===== config.mk =====
export PLATFORM = sky130hd
export DESIGN_NAME = mmd_decoder
export DESIGN_NICKNAME = d
export VERILOG_FILES = /design/src/hw/mmd_pkg.sv /design/src/hw/mmd_decoder.sv
export SDC_FILE = /design/constraint.sdc
export NUM_CORES = 1
export LEC_CHECK = 0
export ABC_AREA = 1
export BUFFER_PORTS_ARGS = -buffer_cell sky130_fd_sc_hd__buf_2
export CAP_MARGIN = 20
export CELL_PAD_IN_SITES_DETAIL_PLACEMENT = 1
export CELL_PAD_IN_SITES_GLOBAL_PLACEMENT = 1
export CORE_ASPECT_RATIO = 2
export CORE_MARGIN = 2
export CORE_UTILIZATION = 24
export CTS_CLUSTER_SIZE = 12
export DETAILED_ROUTE_END_ITERATION = 7
export PLACE_DENSITY = 0.93
export SLEW_MARGIN = 20
export SYNTH_ARGS = -nofsm -noshare
export SYNTH_HDL_FRONTEND = slang
export SYNTH_SLANG_ARGS = --single-unit
export TNS_END_PERCENT = 100

===== constraint.sdc =====
create_clock -name ref_clk -period 1.8 [get_ports ref_clk]
set_input_delay 0.18 -clock ref_clk [delete_from_list [all_inputs] [get_ports ref_clk]]
set_output_delay 0.18 -clock ref_clk [all_outputs]
set_load 0.02 [all_outputs]

===== src/hw/mmd_pkg.sv =====
// mmd_pkg: constants for the memory map decoder around the 8-bit core.
// assumes: one core clock domain; all users refer to names as mmd_pkg::name.
package mmd_pkg;

    // ****************************************************************
    // machine cycle
    // ****************************************************************
    localparam int unsigned STATES_PER_MC = 6;

    // ****************************************************************
    // internal data space
    // ****************************************************************
    localparam logic [7:0] INTERNAL_DATA_SPACE_UPPER_BASE = 8'h80;   // first sfr / upper ram address
    localparam int unsigned INTERNAL_DATA_SPACE_HI_BIT    = 7;

    // ****************************************************************
    // extended data space
    // ****************************************************************
    localparam logic [15:0] EXTENDED_DATA_SPACE_RAM_LAST   = 16'h02FF;
    localparam logic [15:0] EXTENDED_DATA_SPACE_RAM_END    = 16'h5FFF;
    localparam logic [15:0] EXTENDED_DATA_SPACE_PERI_BASE  = 16'h6000;
    localparam logic [15:0] EXTENDED_DATA_SPACE_PERI_END   = 16'h7FFF;
    localparam logic [7:0]  PERI_REGION_IO  = 8'h61;
    localparam logic [7:0]  PERI_REGION_PCR = 8'h62;
    localparam logic [7:0]  PERI_REGION_CL  = 8'h63;
    localparam logic [7:0]  CL_LAST_LOW     = 8'h3F;    // contactless ends at 633Fh
    localparam int unsigned PERI_REGIONS    = 32;

    // ****************************************************************
    // program memory
    // ****************************************************************
    localparam logic [15:0] ROM_LAST = 16'h9FFF;

    // ****************************************************************
    // power control and page registers
    // ****************************************************************
    localparam logic [7:0] PWR_CTRL_ADDR  = 8'h87;
    localparam logic [7:0] PWR_CTRL_RESET = 8'h00;
    localparam logic [7:0] PWR_CTRL_WMASK = 8'h83;      // bits 7,1,0 writable
    localparam int unsigned BAUD_DBL_BIT  = 7;
    localparam int unsigned PWR_DOWN_BIT  = 1;
    localparam logic [7:0] PAGE_REG_ADDR  = 8'hFA;      // page register in sfr map
    localparam logic [7:0] PAGE_REG_RESET = 8'h00;

    // ****************************************************************
    // targets
    // ****************************************************************
    typedef enum logic [2:0] {
        MMD_DT_LOWER = 3'h0,
        MMD_DT_UPPER = 3'h1,
        MMD_DT_SFR   = 3'h2
    } mmd_dtgt_e;

    typedef enum logic [2:0] {
        MMD_XT_NONE = 3'h0,
        MMD_XT_RAM  = 3'h1,
        MMD_XT_IO   = 3'h2,
        MMD_XT_PCR  = 3'h3,
        MMD_XT_CL   = 3'h4
    } mmd_xtgt_e;

endpackage : mmd_pkg


===== src/hw/mmd_decoder.sv =====
// mmd_decoder: address decode for internal, extended and program spaces,
// machine-cycle state sequencer, power control and page registers.
// assumes: core drives one access request per cycle on ref_clk; memories and
// peripherals sit outside and follow the select outputs.
// assumes: selects and read data are combinational, so the core samples
// them in the same cycle; register writes show one cycle later.
// assumes: only reset leaves power down; no wake-up path lives here.

`timescale 1ns/1ps

module mmd_decoder #(
    parameter int unsigned ADDR_W = 16
) (
    input  wire logic              ref_clk,
    input  wire logic              rst,
    // internal data space access
    input  wire logic              id_req,
    input  wire logic              id_indirect,
    input  wire logic [7:0]        id_field,
    input  wire logic [7:0]        id_reg_val,
    input  wire logic              id_we,
    input  wire logic [7:0]        id_wdata,
    output logic                   id_lower_sel,
    output logic                   id_upper_sel,
    output logic                   id_sfr_sel,
    output logic [7:0]             id_addr,
    output logic [7:0]             sfr_rdata,
    output logic                   sfr_hit,
    // extended data space access
    input  wire logic              x_req,
    input  wire logic              x_paged,
    input  wire logic              x_we,
    input  wire logic [ADDR_W-1:0] data_pointer_reg,
    input  wire logic [7:0]        x_ptr_reg,
    input  wire logic [7:0]        x_wdata,
    input  wire logic [7:0]        x_rdata_in,
    output logic [ADDR_W-1:0]      x_addr,
    output logic                   x_ram_sel,
    output logic                   x_io_sel,
    output logic                   x_pcr_sel,
    output logic                   x_cl_sel,
    output logic                   x_we_out,
    output logic [7:0]             x_wdata_out,
    output logic [7:0]             x_rdata,
    output logic [4:0]             x_region,
    // program memory
    input  wire logic [ADDR_W-1:0] pc_addr,
    output logic                   rom_sel,
    output logic [ADDR_W-1:0]      rom_addr,
    // machine cycle and power
    output logic [5:0]             clk_state,
    output logic                   mc_start,
    output logic                   debug_baud_double,
    output logic                   cpu_power_down
);

    // ****************************************************************
    // machine cycle sequencer
    // ****************************************************************
    // one-hot ring of six states; the default arm below catches any
    // corrupted code and restarts the cycle at S1
    typedef enum logic [5:0] {
        MMD_S1 = 6'h01,
        MMD_S2 = 6'h02,
        MMD_S3 = 6'h04,
        MMD_S4 = 6'h08,
        MMD_S5 = 6'h10,
        MMD_S6 = 6'h20
    } mmd_state_e;

    // clk_state shows the ring directly, one flop per state
    mmd_state_e st_q;
    mmd_state_e st_d;

    always_comb begin
        unique case (st_q)
            MMD_S1: st_d = MMD_S2;
            MMD_S2: st_d = MMD_S3;
            MMD_S3: st_d = MMD_S4;
            MMD_S4: st_d = MMD_S5;
            MMD_S5: st_d = MMD_S6;
            MMD_S6: st_d = MMD_S1;
            default: st_d = MMD_S1;   // recover from an illegal code
        endcase
        // finish the running machine cycle first, so the instruction
        // that set power down is never cut short; only then park in S1
        // and stay there until reset
        if (cpu_power_down && (st_q == MMD_S1)) begin
            st_d = MMD_S1;            // core frozen while powered down
        end
    end

    // state register, reset parks the ring in S1
    always_ff @(posedge ref_clk or posedge rst) begin
        if (rst) begin
            st_q <= MMD_S1;
        end else begin
            st_q <= st_d;
        end
    end

    // mc_start marks S1 of a running cycle; it stays low while parked,
    // so nothing downstream starts a new instruction in power down
    assign clk_state = st_q;
    assign mc_start  = (st_q == MMD_S1) && !cpu_power_down;

    // ****************************************************************
    // internal data space decode
    // ****************************************************************
    // effective address and its top bit pick the block
    logic [7:0] id_eff;
    logic       id_hi;

    assign id_eff  = id_indirect ? id_reg_val : id_field;
    assign id_hi   = id_eff[mmd_pkg::INTERNAL_DATA_SPACE_HI_BIT];
    // not registered, so the ram sees the address in the access cycle
    assign id_addr = id_eff;

    // at most one select per request, chosen by address half and mode
    always_comb begin
        id_lower_sel = 1'b0;
        id_upper_sel = 1'b0;
        id_sfr_sel   = 1'b0;
        if (id_req) begin
            if (!id_hi) begin
                id_lower_sel = 1'b1;
            end else if (id_indirect) begin
                id_upper_sel = 1'b1;
            end else begin
                id_sfr_sel = 1'b1;
            end
        end
    end

    // ****************************************************************
    // sfr block: power control and page register
    // ****************************************************************
    // only power control and the page register live in this block;
    // every other sfr address is answered by logic outside
    logic [7:0] pwr_q;
    logic [7:0] pwr_d;
    logic [7:0] page_q;
    logic [7:0] page_d;
    logic       pwr_hit;
    logic       page_hit;

    // a hit needs a direct access, so indirect 87h reaches upper ram
    assign pwr_hit  = id_sfr_sel && (id_eff == mmd_pkg::PWR_CTRL_ADDR);
    assign page_hit = id_sfr_sel && (id_eff == mmd_pkg::PAGE_REG_ADDR);
    assign sfr_hit  = pwr_hit || page_hit;

    // read-only reserved bits stay zero through the write mask
    always_comb begin
        pwr_d  = pwr_q;
        page_d = page_q;
        if (pwr_hit && id_we) begin
            // bit 0 stored as written, software keeps it low
            pwr_d = id_wdata & mmd_pkg::PWR_CTRL_WMASK;
        end
        // page register keeps all eight bits as written
        if (page_hit && id_we) begin
            page_d = id_wdata;
        end
    end

    // sfr registers, both cleared by reset
    always_ff @(posedge ref_clk or posedge rst) begin
        if (rst) begin
            pwr_q  <= mmd_pkg::PWR_CTRL_RESET;
            page_q <= mmd_pkg::PAGE_REG_RESET;
        end else begin
            pwr_q  <= pwr_d;
            page_q <= page_d;
        end
    end

    // power control reads back its masked copy, page register all bits
    // sfr read mux, unknown sfrs read zero here (other blocks answer them)
    always_comb begin
        if (pwr_hit) begin
            sfr_rdata = pwr_q;
        end else if (page_hit) begin
            sfr_rdata = page_q;
        end else begin
            sfr_rdata = 8'h00;
        end
    end

    // both flags come straight from flops, so they never glitch
    // baud doubling bit
    assign debug_baud_double = pwr_q[mmd_pkg::BAUD_DBL_BIT];
    assign cpu_power_down    = pwr_q[mmd_pkg::PWR_DOWN_BIT];

    // ****************************************************************
    // extended data space decode
    // ****************************************************************
    // paged and pointer accesses share one decoder behind the mux,
    // so both reach exactly the same targets
    logic [ADDR_W-1:0] xa;
    logic              in_ram;
    logic              in_peri;
    logic [7:0]        xhi;
    logic [7:0]        xlo;
    mmd_pkg::mmd_xtgt_e xt;

    assign xa  = x_paged ? {page_q, x_ptr_reg} : data_pointer_reg;
    assign xhi = xa[15:8];
    assign xlo = xa[7:0];

    // ram part, only low window valid
    assign in_ram  = (xa <= mmd_pkg::EXTENDED_DATA_SPACE_RAM_LAST);
    assign in_peri = (xa >= mmd_pkg::EXTENDED_DATA_SPACE_PERI_BASE) &&
                     (xa <= mmd_pkg::EXTENDED_DATA_SPACE_PERI_END);

    // region table
    // first match wins; the ram test comes before the window, and 6000h
    // as well as everything above 633Fh falls through to none
    always_comb begin
        xt = mmd_pkg::MMD_XT_NONE;
        if (in_ram) begin
            xt = mmd_pkg::MMD_XT_RAM;
        end else if (in_peri) begin
            if (xhi == mmd_pkg::PERI_REGION_IO) begin
                xt = mmd_pkg::MMD_XT_IO;
            end else if (xhi == mmd_pkg::PERI_REGION_PCR) begin
                xt = mmd_pkg::MMD_XT_PCR;
            end else if (xhi == mmd_pkg::PERI_REGION_CL && xlo <= mmd_pkg::CL_LAST_LOW) begin
                xt = mmd_pkg::MMD_XT_CL;
            end
        end
    end

    // ****************************************************************
    // peripheral window regions
    // ****************************************************************
    // one hit line per 256-byte region of the window
    logic [mmd_pkg::PERI_REGIONS-1:0] region_hit;

    for (genvar g = 0; g < mmd_pkg::PERI_REGIONS; g++) begin : g_region
        assign region_hit[g] = in_peri && (xa[12:8] == 5'(g));
    end

    // region index also reports reserved regions; the selects ignore those
    always_comb begin
        x_region = 5'h00;
        for (int i = 0; i < mmd_pkg::PERI_REGIONS; i++) begin
            if (region_hit[i]) begin
                x_region = 5'(i);
            end
        end
    end

    // selects only rise with a request, so idle cycles touch nothing
    assign x_addr    = xa;
    assign x_ram_sel = x_req && (xt == mmd_pkg::MMD_XT_RAM);
    assign x_io_sel  = x_req && (xt == mmd_pkg::MMD_XT_IO);
    assign x_pcr_sel = x_req && (xt == mmd_pkg::MMD_XT_PCR);
    assign x_cl_sel  = x_req && (xt == mmd_pkg::MMD_XT_CL);

    // a hole must never see a write strobe, and a read from it must not
    // return whatever the idle peripheral bus happens to carry
    // reserved: no write strobe, zero read
    assign x_we_out    = x_req && x_we && (xt != mmd_pkg::MMD_XT_NONE);
    assign x_wdata_out = x_wdata;
    assign x_rdata     = (xt == mmd_pkg::MMD_XT_NONE) ? 8'h00 : x_rdata_in;

    // ****************************************************************
    // program memory
    // ****************************************************************
    // fetches above the rom range leave rom_sel low; nothing here answers
    // them, so the fetch side must treat them as empty
    // rom range
    assign rom_sel  = (pc_addr <= mmd_pkg::ROM_LAST);
    assign rom_addr = pc_addr;

endmodule : mmd_decoder


==> metrics <==
initial standard-cell utilization of the core=24.55%; number of primary I/O pins=176; critical path required time=1.62 ns; sum of overflow across all layers after global routing=0; drt pass-1 iters=4; global-route wire length before repair=13.41 mm; GRT Resource Usage Total=18.89%; number of I/O port buffers=133; routability congestion estimate from global placement=0.8830; path class of the lowest-slack min-delay path=input pin to async pin; Root Buffer Master=sky130_fd_sc_hd__clkbuf_16; failing checks=setup timing; mean number of vias per cell=4.771; Data arrival, critical path=2.09 ns; main area contributors after synthesis=sky130_fd_sc_hd__dfrtp_1 (20%), sky130_fd_sc_hd__nand2_1 (14%), sky130_fd_sc_hd__buf_4 (10%), sky130_fd_sc_hd__nor2_1 (8.4%), sky130_fd_sc_hd__inv_1 (6.9%); count of warnings emitted by yosys=0; Pwr per Cell Area=480.1 nW/um^2; filler instances=1058; number of antenna cells inserted=0; setup skew after layout=0.0003626 ns; outcome=finished with violations; top post-synthesis cells by count=sky130_fd_sc_hd__nand2_1 (77), sky130_fd_sc_hd__nor2_1 (45), sky130_fd_sc_hd__inv_1 (37); 1st-iter DRT viols=69; DRC violations left=0; final period utilization=126.2%; Bufs on Longest Clock Path=2; number of instances in the synthesized netlist=314; share of async-settable or async-resettable flops after synthesis=100.0%; detailed-route wire length=9.986 mm; placeable core region=8174 sq um; number of enable flip-flop cells after synthesis=0; average wire length per cell after detail routing=17.04 um; antenna-violating nets left=0; die width=68.66 um; most used standard cell by instance count after synthesis=sky130_fd_sc_hd__nand2_1; crit path capture type=primary output; RSZ-0062 raised after global routing=true; post-CTS clock slew at the launch and capture registers of the worst setup and hold paths=0.06 ns; Leak=1.999 nW; clock tree from TritonCTS=built; multiplexer fraction of the synthesized cell area=4.426%; most frequently used flop master after synthesis=sky130_fd_sc_hd__dfrtp_1; post-DP HPWL=7.285 mm; maximum capacitance violations=0; minimum hold slack=0.009839 ns; portion of synthesized cell area occupied by the leading cell type=19.95%; Mean Syn Cell Area=6.391 sq um; via count of the first global-routing pass=2978; slew margin rel.=56.04%; highest routed layer=met4; XOR/XNOR Fraction of Synth Area=0%; least setup slack across all paths after layout=-0.4720 ns; routed wire length on met3=511 um; unique cell type count in the Yosys netlist=36; time the final worst path needs with I/O delays and setup=2.272 ns; final setup violation count=20; number of vias after detailed routing=2796; TritonCTS Sinks=17; core occupancy in the finished layout=45.05%; Max Slew Vio Count=0; Adder-Cell Fraction of Synth Area=0%; number of CTS-inserted buffers=3; synthesized netlist net count=402; Setup Crit Path Kind=register to primary output; pin count of the biggest net entering global routing=18; synthesized-area fraction occupied by and/or/nand/nor cells=41.33%; total power draw=1.768 mW; maximum operating frequency=440.1 MHz; worst-path maximum fanout=3; row count=47; maximum level of the CTS H-tree=1; Routed met2 length=6.227 mm; number of hold-slack violations in the final timing report=0; final net count=577; Syn-to-layout area delta=83.48%; worst voltage drop across the vdd grid=0.0005292 V; initial antenna violation count=0; sequential area share after synthesis=21.26%; clock network latency to the later pin of the worst-skew pair=0.25 ns; total die area=9154 sq um; startpoint types=register; fraction of layout instances using a drive strength above 1=64.34%; Compound-Gate Fraction of Synth Area=11.10%; dominant combinational cell family by area after synthesis=simple AND/OR/NAND/NOR gates; leading area contributor after synthesis=sky130_fd_sc_hd__dfrtp_1; area of the mapped netlist=2007 sq um; wire length the detailed router placed on met1=2.911 mm; transition time of the tightest slew-check pin=0.6586 ns; die span in y=133.3 um; number of buffers inserted by hold repair at cts=0; flip-flop and latch count after synthesis=17
-- metal layers --
layer  track usage, %  up-vias
met5                0        -
li1                 -     1313
met4            7.333        0
met3            2.196       41
met2            39.58      127
met1            15.96     1315
-- per-stage QoR --
stage | TNS [ns] | cell area [sq um] | setup WS [ns] | instances
2_1_floorplan | 0 | 2059 | 0.01162 | 314
3_3_place_gp | -1.360 | 2963 | -0.1763 | 559
3_5_place_dp | -3.535 | 2963 | -0.2492 | 559
4_1_cts | -4.688 | 3186 | -0.3667 | 570
5_1_grt | -6.974 | 3682 | -0.5378 | 586
6_report | -5.154 | 3682 | -0.4720 | 586
-- logic make-up after synthesis --
logic type | count (synthesis)
AO/OA/AOI/OAI | 32
multiplexers | 7
buffers and inverters | 82
AND/OR/NAND/NOR | 176
flip-flops | 17
-- placed cells by master (no fill, tap or decap), types with 10 or more instances in the layout --
| cell type | instances |
|---|---|
| sky130_fd_sc_hd__nand2_2 | 16 |
| sky130_fd_sc_hd__inv_2 | 18 |
| sky130_fd_sc_hd__buf_4 | 64 |
| sky130_fd_sc_hd__buf_6 | 26 |
| sky130_fd_sc_hd__buf_2 | 107 |
| sky130_fd_sc_hd__nor2_4 | 10 |
| sky130_fd_sc_hd__nor2_1 | 27 |
| sky130_fd_sc_hd__nor2_2 | 14 |
| sky130_fd_sc_hd__dfrtp_1 | 16 |
| sky130_fd_sc_hd__inv_1 | 27 |
| sky130_fd_sc_hd__nand2_1 | 65 |
-- critical path, cell delays in order (launching register included) --
cell,delay (ns)
sky130_fd_sc_hd__dfrtp_1,0.43
sky130_fd_sc_hd__nand2_2,0.10
sky130_fd_sc_hd__nand2_4,0.07
sky130_fd_sc_hd__inv_4,0.07
sky130_fd_sc_hd__nor2_4,0.05
sky130_fd_sc_hd__buf_6,0.12
sky130_fd_sc_hd__buf_4,0.14
sky130_fd_sc_hd__nand2_1,0.11
sky130_fd_sc_hd__a21oi_1,0.11
sky130_fd_sc_hd__a211oi_1,0.28
sky130_fd_sc_hd__nand4_1,0.16
sky130_fd_sc_hd__buf_2,0.20
-- area by class of cell --
cell class                 instances  area, sq um  area share, %
inverter                          51        211.5          5.742
tap                               98        122.6          3.330
clock buffer                       3        75.07          2.039
timing repair buffer             200         1369          37.17
multi-input combinational        216         1470          39.93
sequential                        17        426.7          11.59
clock inverter                     1        7.507         0.2039
-- report_power, final --
| part | switching (mW) | internal, mW |
|---|---|---|
| logic | 0.496 | 0.325 |
| clock network | 0.176 | 0.300 |
| registers | 0.0396 | 0.431 |
| total | 0.711 | 1.06 |
-- sequential cells by signal, indices dropped and copies added (netlist names) --
signal	cells
pwr_q	3
clk_state	6
page_q	8
-- final timing paths --
| kind | from | to | slack [ns] | cells after the start |
|---|---|---|---|---|
| min reg2reg | clk_state[5]$_DFF_PP0_ | clk_state[5]$_DFF_PP0_ | 0.47 | 1 |
| max | page_q[1]$_DFFE_PP0P_ | x_region[2] | -0.47 | 11 |
| min | rst | page_q[1]$_DFFE_PP0P_ | 0.01 | 2 |
| max in group asynchronous | rst | page_q[5]$_DFFE_PP0P_ | 1.36 | 2 |
| min in group ref_clk | id_wdata[2] | page_q[2]$_DFFE_PP0P_ | 0.14 | 2 |
| max reg2reg | clk_state[4]$_DFF_PP0_ | clk_state[0]$_DFF_PP1_ | 0.34 | 5 |
-- timing repair --
item,CTS,global route
pin swaps,12,24
cloned,0,1
setup buffers,7,17
setup endpoints to repair,25,27
gates resized for setup,27,110
Note: power is estimated with default switching activity, not from simulation.
